## src/iopc_consts.vh

```
`ifndef IOPC_CONSTS_VH
`define IOPC_CONSTS_VH

// ==========================================================
// pin set and function map
// ==========================================================
// pin order: 0..2 port D bits 4..6, 3..6 port E bits 0..3, 7..14 port F bits 0..7
`define IOPC_NPIN 15
`define IOPC_NSEL 8
`define IOPC_SELW 3
`define IOPC_DRVW 3
`define IOPC_GPIO_SEL 3'h0
// one byte per pin, bit s set where setting s carries a function
`define IOPC_SLOT_USED 120'hE7F7B7F7FFFFFFFF6FFFFFFFFFFFFF
// pins that can be routed to the converter
`define IOPC_ANA_MASK 15'h7800
`define IOPC_ANA_LO 11
`define IOPC_NADC 4

// ==========================================================
// register offsets (byte addresses)
// ==========================================================
`define IOPC_AW 8
`define IOPC_OFS_OUTVAL 8'h00
`define IOPC_OFS_OUTEN 8'h04
`define IOPC_OFS_ODEN 8'h08
`define IOPC_OFS_PUEN 8'h0C
`define IOPC_OFS_PDEN 8'h10
`define IOPC_OFS_DBEN 8'h14
`define IOPC_OFS_INVAL 8'h18
`define IOPC_OFS_INTEDGE 8'h1C
`define IOPC_OFS_INTRISE 8'h20
`define IOPC_OFS_INTFALL 8'h24
`define IOPC_OFS_INTFLAG 8'h28
`define IOPC_OFS_INTMASK 8'h2C
`define IOPC_OFS_ANAEN 8'h30
`define IOPC_OFS_MUX0 8'h34
`define IOPC_OFS_MUX1 8'h38
`define IOPC_OFS_DRV0 8'h3C
`define IOPC_OFS_DRV1 8'h40

// ==========================================================
// field layout and reset values
// ==========================================================
`define IOPC_PINS_PER_WORD 8
`define IOPC_NIBBLE 4
`define IOPC_RST_PINS 15'h0000
`define IOPC_RST_SEL 45'h000000000000
`define IOPC_RST_DRV 45'h000000000000
`define IOPC_RST_WORD 32'h00000000
`define IOPC_HTRANS_NONSEQ_BIT 1
`define IOPC_HRESP_OKAY 1'b0

// ==========================================================
// de-bounce filter
// ==========================================================
`define IOPC_DB_CW 3
`define IOPC_DB_STABLE 3'h4

`endif

```

## src/iopc_debounce.v

```verilog
`timescale 1ns/1ns
`include "iopc_consts.vh"

// ==========================================================
// per-pin stability filter
// ==========================================================
module iopc_debounce #(
   parameter CW = `IOPC_DB_CW,
   parameter [CW-1:0] STABLE = `IOPC_DB_STABLE
)(
   input wire core_clk,
   input wire rst,
   input wire en,
   input wire din,
   output wire dout
);
   reg [CW-1:0] cnt_r;
   reg out_r;
   localparam [CW-1:0] ONE = {{(CW-1){1'b0}}, 1'b1};
   localparam [CW-1:0] ZERO = {CW{1'b0}};

   assign dout = out_r;

   always @(posedge core_clk or posedge rst)
   begin
      if (rst)
      begin
         cnt_r <= ZERO;
         out_r <= 1'b0;
      end
      else if (!en)
      begin
         // bypass: follow the synchronised level directly
         cnt_r <= ZERO;
         out_r <= din;
      end
      else if (din == out_r)
      begin
         cnt_r <= ZERO;
      end
      else if (cnt_r == STABLE - ONE)
      begin
         // new level held long enough
         cnt_r <= ZERO;
         out_r <= din;
      end
      else
      begin
         cnt_r <= cnt_r + ONE;
      end
   end
endmodule

```

## src/iopc_pin_ctrl.v

```verilog
// Operation
// - each pin is push-pull output, open-drain output or high-impedance input
// - each pin has separately enabled weak pull-up and pull-down
// - each pin has its own switchable input de-bounce filter
// - each pin's interrupt is level or edge sensitive, chosen per pin
// - edge mode selects rising, falling or both edges
// - per-pin interrupt flag set by events, per-pin enable gates request
// - per-pin drive-strength select among current levels up to 24mA
// - eight-way function select per pin, setting zero is general IO
// - analog input routes pin to converter, bypassing the function select
// - only upper four port F pins support analog, channels four to seven
// - select value decoded by the fixed per-pin function map
//
// The AHB-Lite register port and the register addresses were chosen for this implementation.
`timescale 1ns/1ns
`include "iopc_consts.vh"

module iopc_pin_ctrl #(
   parameter NPIN = `IOPC_NPIN
)(
   input wire core_clk,
   input wire rst,
   input wire hsel,
   input wire [31:0] haddr,
   input wire [1:0] htrans,
   input wire hwrite,
   input wire [2:0] hsize,
   input wire [31:0] hwdata,
   input wire hready,
   output wire hreadyout,
   output reg [31:0] hrdata,
   output wire hresp,
   input wire [NPIN-1:0] padIn,
   output reg [NPIN-1:0] padOut,
   output reg [NPIN-1:0] padOe,
   output reg [NPIN-1:0] padPullUp,
   output reg [NPIN-1:0] padPullDown,
   output reg [NPIN*`IOPC_DRVW-1:0] padDrive,
   input wire [NPIN*`IOPC_NSEL-1:0] perOut,
   input wire [NPIN*`IOPC_NSEL-1:0] perOe,
   output reg [NPIN*`IOPC_NSEL-1:0] perIn,
   output reg [`IOPC_NADC-1:0] adcRoute,
   output wire irq
);
   localparam SW = `IOPC_SELW;
   localparam DW = `IOPC_DRVW;
   localparam NS = `IOPC_NSEL;
   localparam [NPIN*NS-1:0] SLOT_USED = `IOPC_SLOT_USED;
   localparam [NPIN-1:0] ANA_MASK = `IOPC_ANA_MASK;
   localparam [NPIN-1:0] ZP = `IOPC_RST_PINS;

   // ==========================================================
   // configuration registers
   // ==========================================================
   reg [NPIN-1:0] outVal_r;
   reg [NPIN-1:0] outEn_r;
   reg [NPIN-1:0] openDrain_r;
   reg [NPIN-1:0] pullUp_r;
   reg [NPIN-1:0] pullDown_r;
   reg [NPIN-1:0] dbEn_r;
   reg [NPIN-1:0] intEdge_r;
   reg [NPIN-1:0] intRise_r;
   reg [NPIN-1:0] intFall_r;
   reg [NPIN-1:0] intFlag_r;
   reg [NPIN-1:0] intMask_r;
   reg [NPIN-1:0] anaEn_r;
   reg [NPIN*SW-1:0] muxSel_r;
   reg [NPIN*DW-1:0] drive_r;

   // ==========================================================
   // bus slave
   // ==========================================================
   reg wrPend_r;
   reg rdPend_r;
   reg [`IOPC_AW-1:0] addr_r;
   reg [31:0] rdVal;
   reg [NPIN-1:0] intFlag_nxt;
   wire accept;
   wire rdFlag;
   integer i, j, k;

   assign accept = hsel & htrans[`IOPC_HTRANS_NONSEQ_BIT] & hready;
   // reads take one wait state so a read right after a write sees it
   assign hreadyout = ~rdPend_r;
   assign hresp = `IOPC_HRESP_OKAY;
   assign rdFlag = rdPend_r & (addr_r == `IOPC_OFS_INTFLAG);

   always @(posedge core_clk or posedge rst)
   begin
      if (rst)
      begin
         wrPend_r <= 1'b0;
         rdPend_r <= 1'b0;
         addr_r <= {`IOPC_AW{1'b0}};
         hrdata <= `IOPC_RST_WORD;
      end
      else
      begin
         if (accept)
         begin
            wrPend_r <= hwrite;
            rdPend_r <= ~hwrite;
            addr_r <= {haddr[`IOPC_AW-1:2], 2'b00};
         end
         else
         begin
            wrPend_r <= 1'b0;
            rdPend_r <= 1'b0;
         end
         if (rdPend_r)
         begin
            hrdata <= rdVal;
         end
      end
   end

   // ==========================================================
   // input synchroniser, filter and event detection
   // ==========================================================
   reg [NPIN-1:0] sync1_r;
   reg [NPIN-1:0] sync2_r;
   reg [NPIN-1:0] filtPrev_r;
   wire [NPIN-1:0] filt;
   wire [NPIN-1:0] evt;

   always @(posedge core_clk or posedge rst)
   begin
      if (rst)
      begin
         sync1_r <= ZP;
         sync2_r <= ZP;
         filtPrev_r <= ZP;
      end
      else
      begin
         sync1_r <= padIn;
         sync2_r <= sync1_r;
         filtPrev_r <= filt;
      end
   end

   genvar g;
   generate
      for (g = 0; g < NPIN; g = g + 1)
      begin : pin
         wire rise;
         wire fall;
         iopc_debounce #(
            .CW(`IOPC_DB_CW),
            .STABLE(`IOPC_DB_STABLE)
         ) u_db (
            .core_clk(core_clk),
            .rst(rst),
            .en(dbEn_r[g]),
            .din(sync2_r[g]),
            .dout(filt[g])
         );
         assign rise = filt[g] & ~filtPrev_r[g];
         assign fall = ~filt[g] & filtPrev_r[g];
         // edge: chosen edges; level: rise bit picks the active level
         assign evt[g] = anaEn_r[g] ? 1'b0 :
            intEdge_r[g] ? ((intRise_r[g] & rise) | (intFall_r[g] & fall)) :
            (filt[g] == intRise_r[g]);
      end
   endgenerate

   // ==========================================================
   // interrupt flags and request
   // ==========================================================
   always @*
   begin
      // a new event in the clearing cycle keeps the flag set
      intFlag_nxt = (intFlag_r & ~(rdFlag ? {NPIN{1'b1}} : ZP)) | evt;
   end

   assign irq = |(intFlag_r & intMask_r);

   // ==========================================================
   // register writes
   // ==========================================================
   always @(posedge core_clk or posedge rst)
   begin
      if (rst)
      begin
         outVal_r <= ZP;
         outEn_r <= ZP;
         openDrain_r <= ZP;
         pullUp_r <= ZP;
         pullDown_r <= ZP;
         dbEn_r <= ZP;
         intEdge_r <= ZP;
         intRise_r <= ZP;
         intFall_r <= ZP;
         intFlag_r <= ZP;
         intMask_r <= ZP;
         anaEn_r <= ZP;
         muxSel_r <= `IOPC_RST_SEL;
         drive_r <= `IOPC_RST_DRV;
      end
      else
      begin
         intFlag_r <= intFlag_nxt;
         if (wrPend_r)
         begin
            case (addr_r)
               `IOPC_OFS_OUTVAL: outVal_r <= hwdata[NPIN-1:0];
               `IOPC_OFS_OUTEN: outEn_r <= hwdata[NPIN-1:0];
               `IOPC_OFS_ODEN: openDrain_r <= hwdata[NPIN-1:0];
               `IOPC_OFS_PUEN: pullUp_r <= hwdata[NPIN-1:0];
               `IOPC_OFS_PDEN: pullDown_r <= hwdata[NPIN-1:0];
               `IOPC_OFS_DBEN: dbEn_r <= hwdata[NPIN-1:0];
               `IOPC_OFS_INTEDGE: intEdge_r <= hwdata[NPIN-1:0];
               `IOPC_OFS_INTRISE: intRise_r <= hwdata[NPIN-1:0];
               `IOPC_OFS_INTFALL: intFall_r <= hwdata[NPIN-1:0];
               `IOPC_OFS_INTMASK: intMask_r <= hwdata[NPIN-1:0];
               `IOPC_OFS_ANAEN: anaEn_r <= hwdata[NPIN-1:0] & ANA_MASK;
               default:
               begin
               end
            endcase
            for (i = 0; i < NPIN; i = i + 1)
            begin
               if (addr_r == ((i < `IOPC_PINS_PER_WORD) ? `IOPC_OFS_MUX0 : `IOPC_OFS_MUX1))
               begin
                  muxSel_r[i*SW +: SW] <=
                     hwdata[(i % `IOPC_PINS_PER_WORD)*`IOPC_NIBBLE +: SW];
               end
               if (addr_r == ((i < `IOPC_PINS_PER_WORD) ? `IOPC_OFS_DRV0 : `IOPC_OFS_DRV1))
               begin
                  drive_r[i*DW +: DW] <=
                     hwdata[(i % `IOPC_PINS_PER_WORD)*`IOPC_NIBBLE +: DW];
               end
            end
         end
      end
   end

   // ==========================================================
   // register reads
   // ==========================================================
   always @*
   begin
      rdVal = `IOPC_RST_WORD;
      case (addr_r)
         `IOPC_OFS_OUTVAL: rdVal[NPIN-1:0] = outVal_r;
         `IOPC_OFS_OUTEN: rdVal[NPIN-1:0] = outEn_r;
         `IOPC_OFS_ODEN: rdVal[NPIN-1:0] = openDrain_r;
         `IOPC_OFS_PUEN: rdVal[NPIN-1:0] = pullUp_r;
         `IOPC_OFS_PDEN: rdVal[NPIN-1:0] = pullDown_r;
         `IOPC_OFS_DBEN: rdVal[NPIN-1:0] = dbEn_r;
         `IOPC_OFS_INVAL: rdVal[NPIN-1:0] = filt;
         `IOPC_OFS_INTEDGE: rdVal[NPIN-1:0] = intEdge_r;
         `IOPC_OFS_INTRISE: rdVal[NPIN-1:0] = intRise_r;
         `IOPC_OFS_INTFALL: rdVal[NPIN-1:0] = intFall_r;
         `IOPC_OFS_INTFLAG: rdVal[NPIN-1:0] = intFlag_r;
         `IOPC_OFS_INTMASK: rdVal[NPIN-1:0] = intMask_r;
         `IOPC_OFS_ANAEN: rdVal[NPIN-1:0] = anaEn_r;
         default:
         begin
         end
      endcase
      for (j = 0; j < NPIN; j = j + 1)
      begin
         if (addr_r == ((j < `IOPC_PINS_PER_WORD) ? `IOPC_OFS_MUX0 : `IOPC_OFS_MUX1))
         begin
            rdVal[(j % `IOPC_PINS_PER_WORD)*`IOPC_NIBBLE +: SW] = muxSel_r[j*SW +: SW];
         end
         if (addr_r == ((j < `IOPC_PINS_PER_WORD) ? `IOPC_OFS_DRV0 : `IOPC_OFS_DRV1))
         begin
            rdVal[(j % `IOPC_PINS_PER_WORD)*`IOPC_NIBBLE +: DW] = drive_r[j*DW +: DW];
         end
      end
   end

   // ==========================================================
   // pad and function multiplexer
   // ==========================================================
   reg [NPIN-1:0] padOut_nxt;
   reg [NPIN-1:0] padOe_nxt;
   reg [NPIN*NS-1:0] perIn_nxt;
   reg [SW-1:0] sel;
   reg slotOk;
   reg srcVal;
   reg srcEn;

   always @*
   begin
      padOut_nxt = ZP;
      padOe_nxt = ZP;
      perIn_nxt = {NPIN*NS{1'b0}};
      sel = `IOPC_GPIO_SEL;
      slotOk = 1'b0;
      srcVal = 1'b0;
      srcEn = 1'b0;
      for (k = 0; k < NPIN; k = k + 1)
      begin
         sel = muxSel_r[k*SW +: SW];
         slotOk = SLOT_USED[k*NS + sel];
         if (sel == `IOPC_GPIO_SEL)
         begin
            srcVal = outVal_r[k];
            srcEn = outEn_r[k];
         end
         else
         begin
            srcVal = perOut[k*NS + sel] & slotOk;
            srcEn = perOe[k*NS + sel] & slotOk;
         end
         if (anaEn_r[k])
         begin
            // analog pin: no digital drive, no digital function
            padOe_nxt[k] = 1'b0;
         end
         else
         begin
            if (openDrain_r[k])
            begin
               padOut_nxt[k] = 1'b0;
               padOe_nxt[k] = srcEn & ~srcVal;
            end
            else
            begin
               padOut_nxt[k] = srcVal;
               padOe_nxt[k] = srcEn;
            end
            perIn_nxt[k*NS + sel] = filt[k] & slotOk;
         end
      end
   end

   always @(posedge core_clk or posedge rst)
   begin
      if (rst)
      begin
         padOut <= ZP;
         padOe <= ZP;
         padPullUp <= ZP;
         padPullDown <= ZP;
         padDrive <= `IOPC_RST_DRV;
         perIn <= {NPIN*NS{1'b0}};
         adcRoute <= {`IOPC_NADC{1'b0}};
      end
      else
      begin
         padOut <= padOut_nxt;
         padOe <= padOe_nxt;
         // conflicting pulls are passed on as written
         padPullUp <= pullUp_r;
         padPullDown <= pullDown_r;
         padDrive <= drive_r;
         perIn <= perIn_nxt;
         adcRoute <= anaEn_r[`IOPC_ANA_LO +: `IOPC_NADC];
      end
   end
endmodule

```

## config.mk

```make
export PLATFORM = sky130hd
export DESIGN_NAME = iopc_pin_ctrl
export DESIGN_NICKNAME = d
export VERILOG_FILES = /design/src/iopc_debounce.v /design/src/iopc_pin_ctrl.v
export VERILOG_INCLUDE_DIRS = /design/src
export SDC_FILE = /design/constraint.sdc
export NUM_CORES = 1
export LEC_CHECK = 0
export BUFFER_PORTS_ARGS = -buffer_cell sky130_fd_sc_hd__buf_2
export CORE_AREA = 2 2 231 233
export DETAILED_ROUTE_END_ITERATION = 6
export DIE_AREA = 0 0 233 235
export HOLD_SLACK_MARGIN = 0.08
export PLACE_DENSITY = 0.86
export SLEW_MARGIN = 20
export SYNTH_ARGS = -nofsm -noshare
export SYNTH_HDL_FRONTEND = slang
export SYNTH_HIERARCHICAL = 1
export SYNTH_SLANG_ARGS = --single-unit
```

## constraint.sdc

```tcl
create_clock -name core_clk -period 24.3 [get_ports core_clk]
set_input_delay 2.43 -clock core_clk [delete_from_list [all_inputs] [get_ports core_clk]]
set_output_delay 2.43 -clock core_clk [all_outputs]
set_load 0.1 [all_outputs]
```

==> flow_summary.yaml <==
outcome:
  outcome: "completed"
global_routing:
  antenna_found_initial: 9
  grt_max_degree: 125
  grt_pass1_vias: 20653
  gr-total-overflow: 0
  grt_first_pass_wirelength_mm: 126
  grtUsageTotal: 0.311
placed_design:
  dpl_cell_area_mm2: 0.0296
  dp_hpwl_mm: 59.6
  gp_congestion: 0.954
  placedCellCount: 3141
  portBuffers: 511
  pre_cts_slack_ps: 18670
drt:
  vias: 19967
  postRouteAntennaNets: 0
  drtPass1Iterations: 6
  drc_errors: 0
  wl_per_cell_um: 26.1
  routed_wl_mm: 85.3
  drtIter0Drc: 1811
  via_per_inst: 6.12
synth:
  synth_seq_area_share: 0.595
  synthFlopType: "dfrtp_1"
  ys_top_cells_by_area: "dfrtp_1 60%, mux2_2 11%, mux4_2 3.5%"
  synth_edf_count: 0
  netlist_top_cells_count: "628 x dfrtp_1, 260 x mux2_2, 158 x nor2_1, 143 x nand2_1, 84 x clkbuf_1"
  syn_avg_cell_area_um2: 13.0
  async_reset_ff_frac: 1.00
  yosysMostFrequentCell: "dfrtp_1"
  synth_cell_types: 72
  yosys.area.top_type: "dfrtp_1"
  synth_top_area_share: 0.595
  syn-cell-area_mm2: 0.0264
  yosys_warnings: 6
  ys_ff_latch: 628
  syn_inst: 2032
power_and_ir_drop:
  p_leak_nw: 15.0
  ir_drop_mv: 0.0603
  switching_share: 0.330
  power_density_mw_per_mm2: 89.0
  switchingPower_mw: 0.936
  p_seq_frac: 0.433
  p_clk_frac: 0.364
  p_int_mw: 1.90
  total_power_mw: 2.83
  combPwrFrac: 0.203
finish:
  area_delta_synth_final_pct: 20.5
  stdcell_area_mm2: 0.0318
  final_cells: 3261
  fill_cells: 3924
  post-route-util: 0.609
  drive_gt1_frac: 0.406
  fin_nets: 2866
critical_path:
  max_stage_delay_ps: 870
  critPathArrivalTime_ps: 5300
  end_kind: "asynchronous set/reset pin"
  reg2reg_slack_ps: 20500
  r2r-start: "addr_r[2]$_DFFE_PP0P_"
  critical_path.max_fanout: 124
  critPathBufInv: 4
  critical_path_class: "input pin to asynchronous set/reset pin"
  r2r_end: "pullUp_r[0]$_DFFE_PP0P_"
  cpMostUsedCell: "buf_4"
  worstPathCellList: "buf_2 > inv_8 > buf_4 > buf_4"
  cp.required_ps: 24830
  cpMaxStageDelayCell: "buf_4"
  reg2regPathDepth: 5
  crit_family: "buffers and inverters"
  start_kind: "input pin"
floorplan:
  die_h_um: 235
  rows: 84
  ios: 593
  die-area_mm2: 0.0548
  coreArea_mm2: 0.0522
  dieWidth_um: 233
  initial_core_util: 0.506
clocking:
  postCtsSetupBuffers: 0
  holdBufCountCts: 0
  clk_latency_ps: 610
  clk_path_buf_depth: 3
  post_cts_resized: 0
  root_buffer: "clkbuf_16"
  numClockSinks: 628
  cts_made_buffers: 66
  cts_tree: "done"
  clk_pin_slew_ps: 60
  htreeDepth: 3
sta:
  worst_pin_slew_ps: 1070
  fin_hold_ws_ps: 348
  hold_viol_final: 0
  finalCritPeriodShare: 0.196
  slew_violations: 0
  relSlewSlack: 0.280
  setup_tns_ps: 0
  setup_viol: 0
  layout_min_cycle_time_ps: 4770
  fmax_mhz: 210
  finalClockSkew_ps: 28.0
  rsz0062_at_grt: "no"
  setup_ws_ps: 19530
min_path:
  whs_path_depth: 0
  holdCritPathClass: "register to register"
  whs_endpoint: "sync2_r[13]$_DFF_PP0_"
  hp-start: "sync1_r[13]$_DFF_PP0_"
job:
  timing.max_cap.violations: 0
[power by group through the flow]
| stage | combinational [mW] | sequential [mW] | clock (mW) |
|---|---|---|---|
| 5_1_grt | 0.599 | 1.23 | 1.09 |
| 2_1_floorplan | 0.204 | 1.44 | 0 |
| 3_5_place_dp | 0.568 | 1.24 | 0 |
| 4_1_cts | 0.571 | 1.22 | 1.04 |
| 6_report | 0.574 | 1.23 | 1.03 |
| 3_3_place_gp | 0.554 | 1.24 | 0 |
[logic make-up after synthesis]
kind of cell | count (synthesis) | share of synthesized area
flops | 628 | 0.595
buf+inv | 159 | 0.0260
fa+ha+maj | 16 | 0.00758
mux | 374 | 0.178
other cells | 1 | 0.000142
compound gates | 252 | 0.0684
simple gates | 586 | 0.120
xor+xnor | 16 | 0.00531
[worst max path at each step]
stage,depth (start not counted),start,endpoint,slack (ps)
final,4,rst,addr_r[2]$_DFFE_PP0P_,19530
after global routing,4,rst,addr_r[2]$_DFFE_PP0P_,19040
after CTS,4,rst,addr_r[3]$_DFFE_PP0P_,19310
after detailed placement,4,rst,addr_r[3]$_DFFE_PP0P_,18670
after global placement,4,rst,addr_r[3]$_DFFE_PP0P_,18750
after floorplan,1,rst,adcRoute[0]$_DFF_PP0_,5980
[state kept, by name, indices dropped and copies added (netlist names), 27 cells and up]
name	count
perIn	120
hrdata	27
pin.u_db/cnt_r	45
drive_r	45
padDrive	45
muxSel_r	45
[metal layers]
layer	global-route usage	vias up	share of wire	wire length (µm)
met2	0.508	1264	0.48	41200
li1	-	8284	-	-
met1	0.372	10099	0.36	30300
met5	0	-	0.00048	41
met4	0.169	6	0.056	4800
met3	0.0874	314	0.10	8940
[cells in the final DEF (no fill, tap or decap), types with 11 or more instances in the layout]
| cell | Yosys | layout |
|---|---|---|
| dfrtp_1 | 628 | 626 |
| buf_2 | 28 | 511 |
| mux2_2 | 260 | 260 |
| nor2_1 | 158 | 155 |
| nand2_1 | 143 | 141 |
| clkbuf_16 | 0 | 71 |
| a22oi_1 | 50 | 50 |
| nor3_1 | 46 | 46 |
| nand2b_1 | 44 | 44 |
| nand3_1 | 43 | 43 |
| mux4_2 | 41 | 41 |
| mux2i_1 | 38 | 38 |
| o21ai_0 | 33 | 33 |
| a31oi_1 | 32 | 32 |
| nor3b_2 | 30 | 30 |
| buf_4 | 8 | 30 |
| a21oi_1 | 28 | 28 |
| inv_1 | 26 | 25 |
| and3_1 | 23 | 23 |
| nor2b_1 | 23 | 22 |
| a221oi_1 | 21 | 21 |
| mux2_4 | 20 | 20 |
| o211ai_1 | 17 | 17 |
| xor2_1 | 16 | 16 |
| ha_1 | 16 | 16 |
| nand2b_2 | 15 | 15 |
| mux2_1 | 15 | 15 |
| conb_1 | 1 | 12 |
| clkbuf_1 | 84 | 12 |
| o221ai_1 | 11 | 11 |
| nor4_1 | 11 | 11 |
| o22ai_1 | 11 | 11 |
| clkbuf_8 | 0 | 11 |
[cell type report]
cell class	count	area, µm²	area share
inverters	26	105	0.00330
multi-input cells	1256	10100	0.317
diodes	6	15.0	0.000472
clock buffers	94	1970	0.0620
clock inverters	20	249	0.00783
repair buffers	543	2810	0.0882
well taps	688	861	0.0271
flip-flops and latches	628	15700	0.494
No activity file was read; power rests on OpenSTA's default activity.
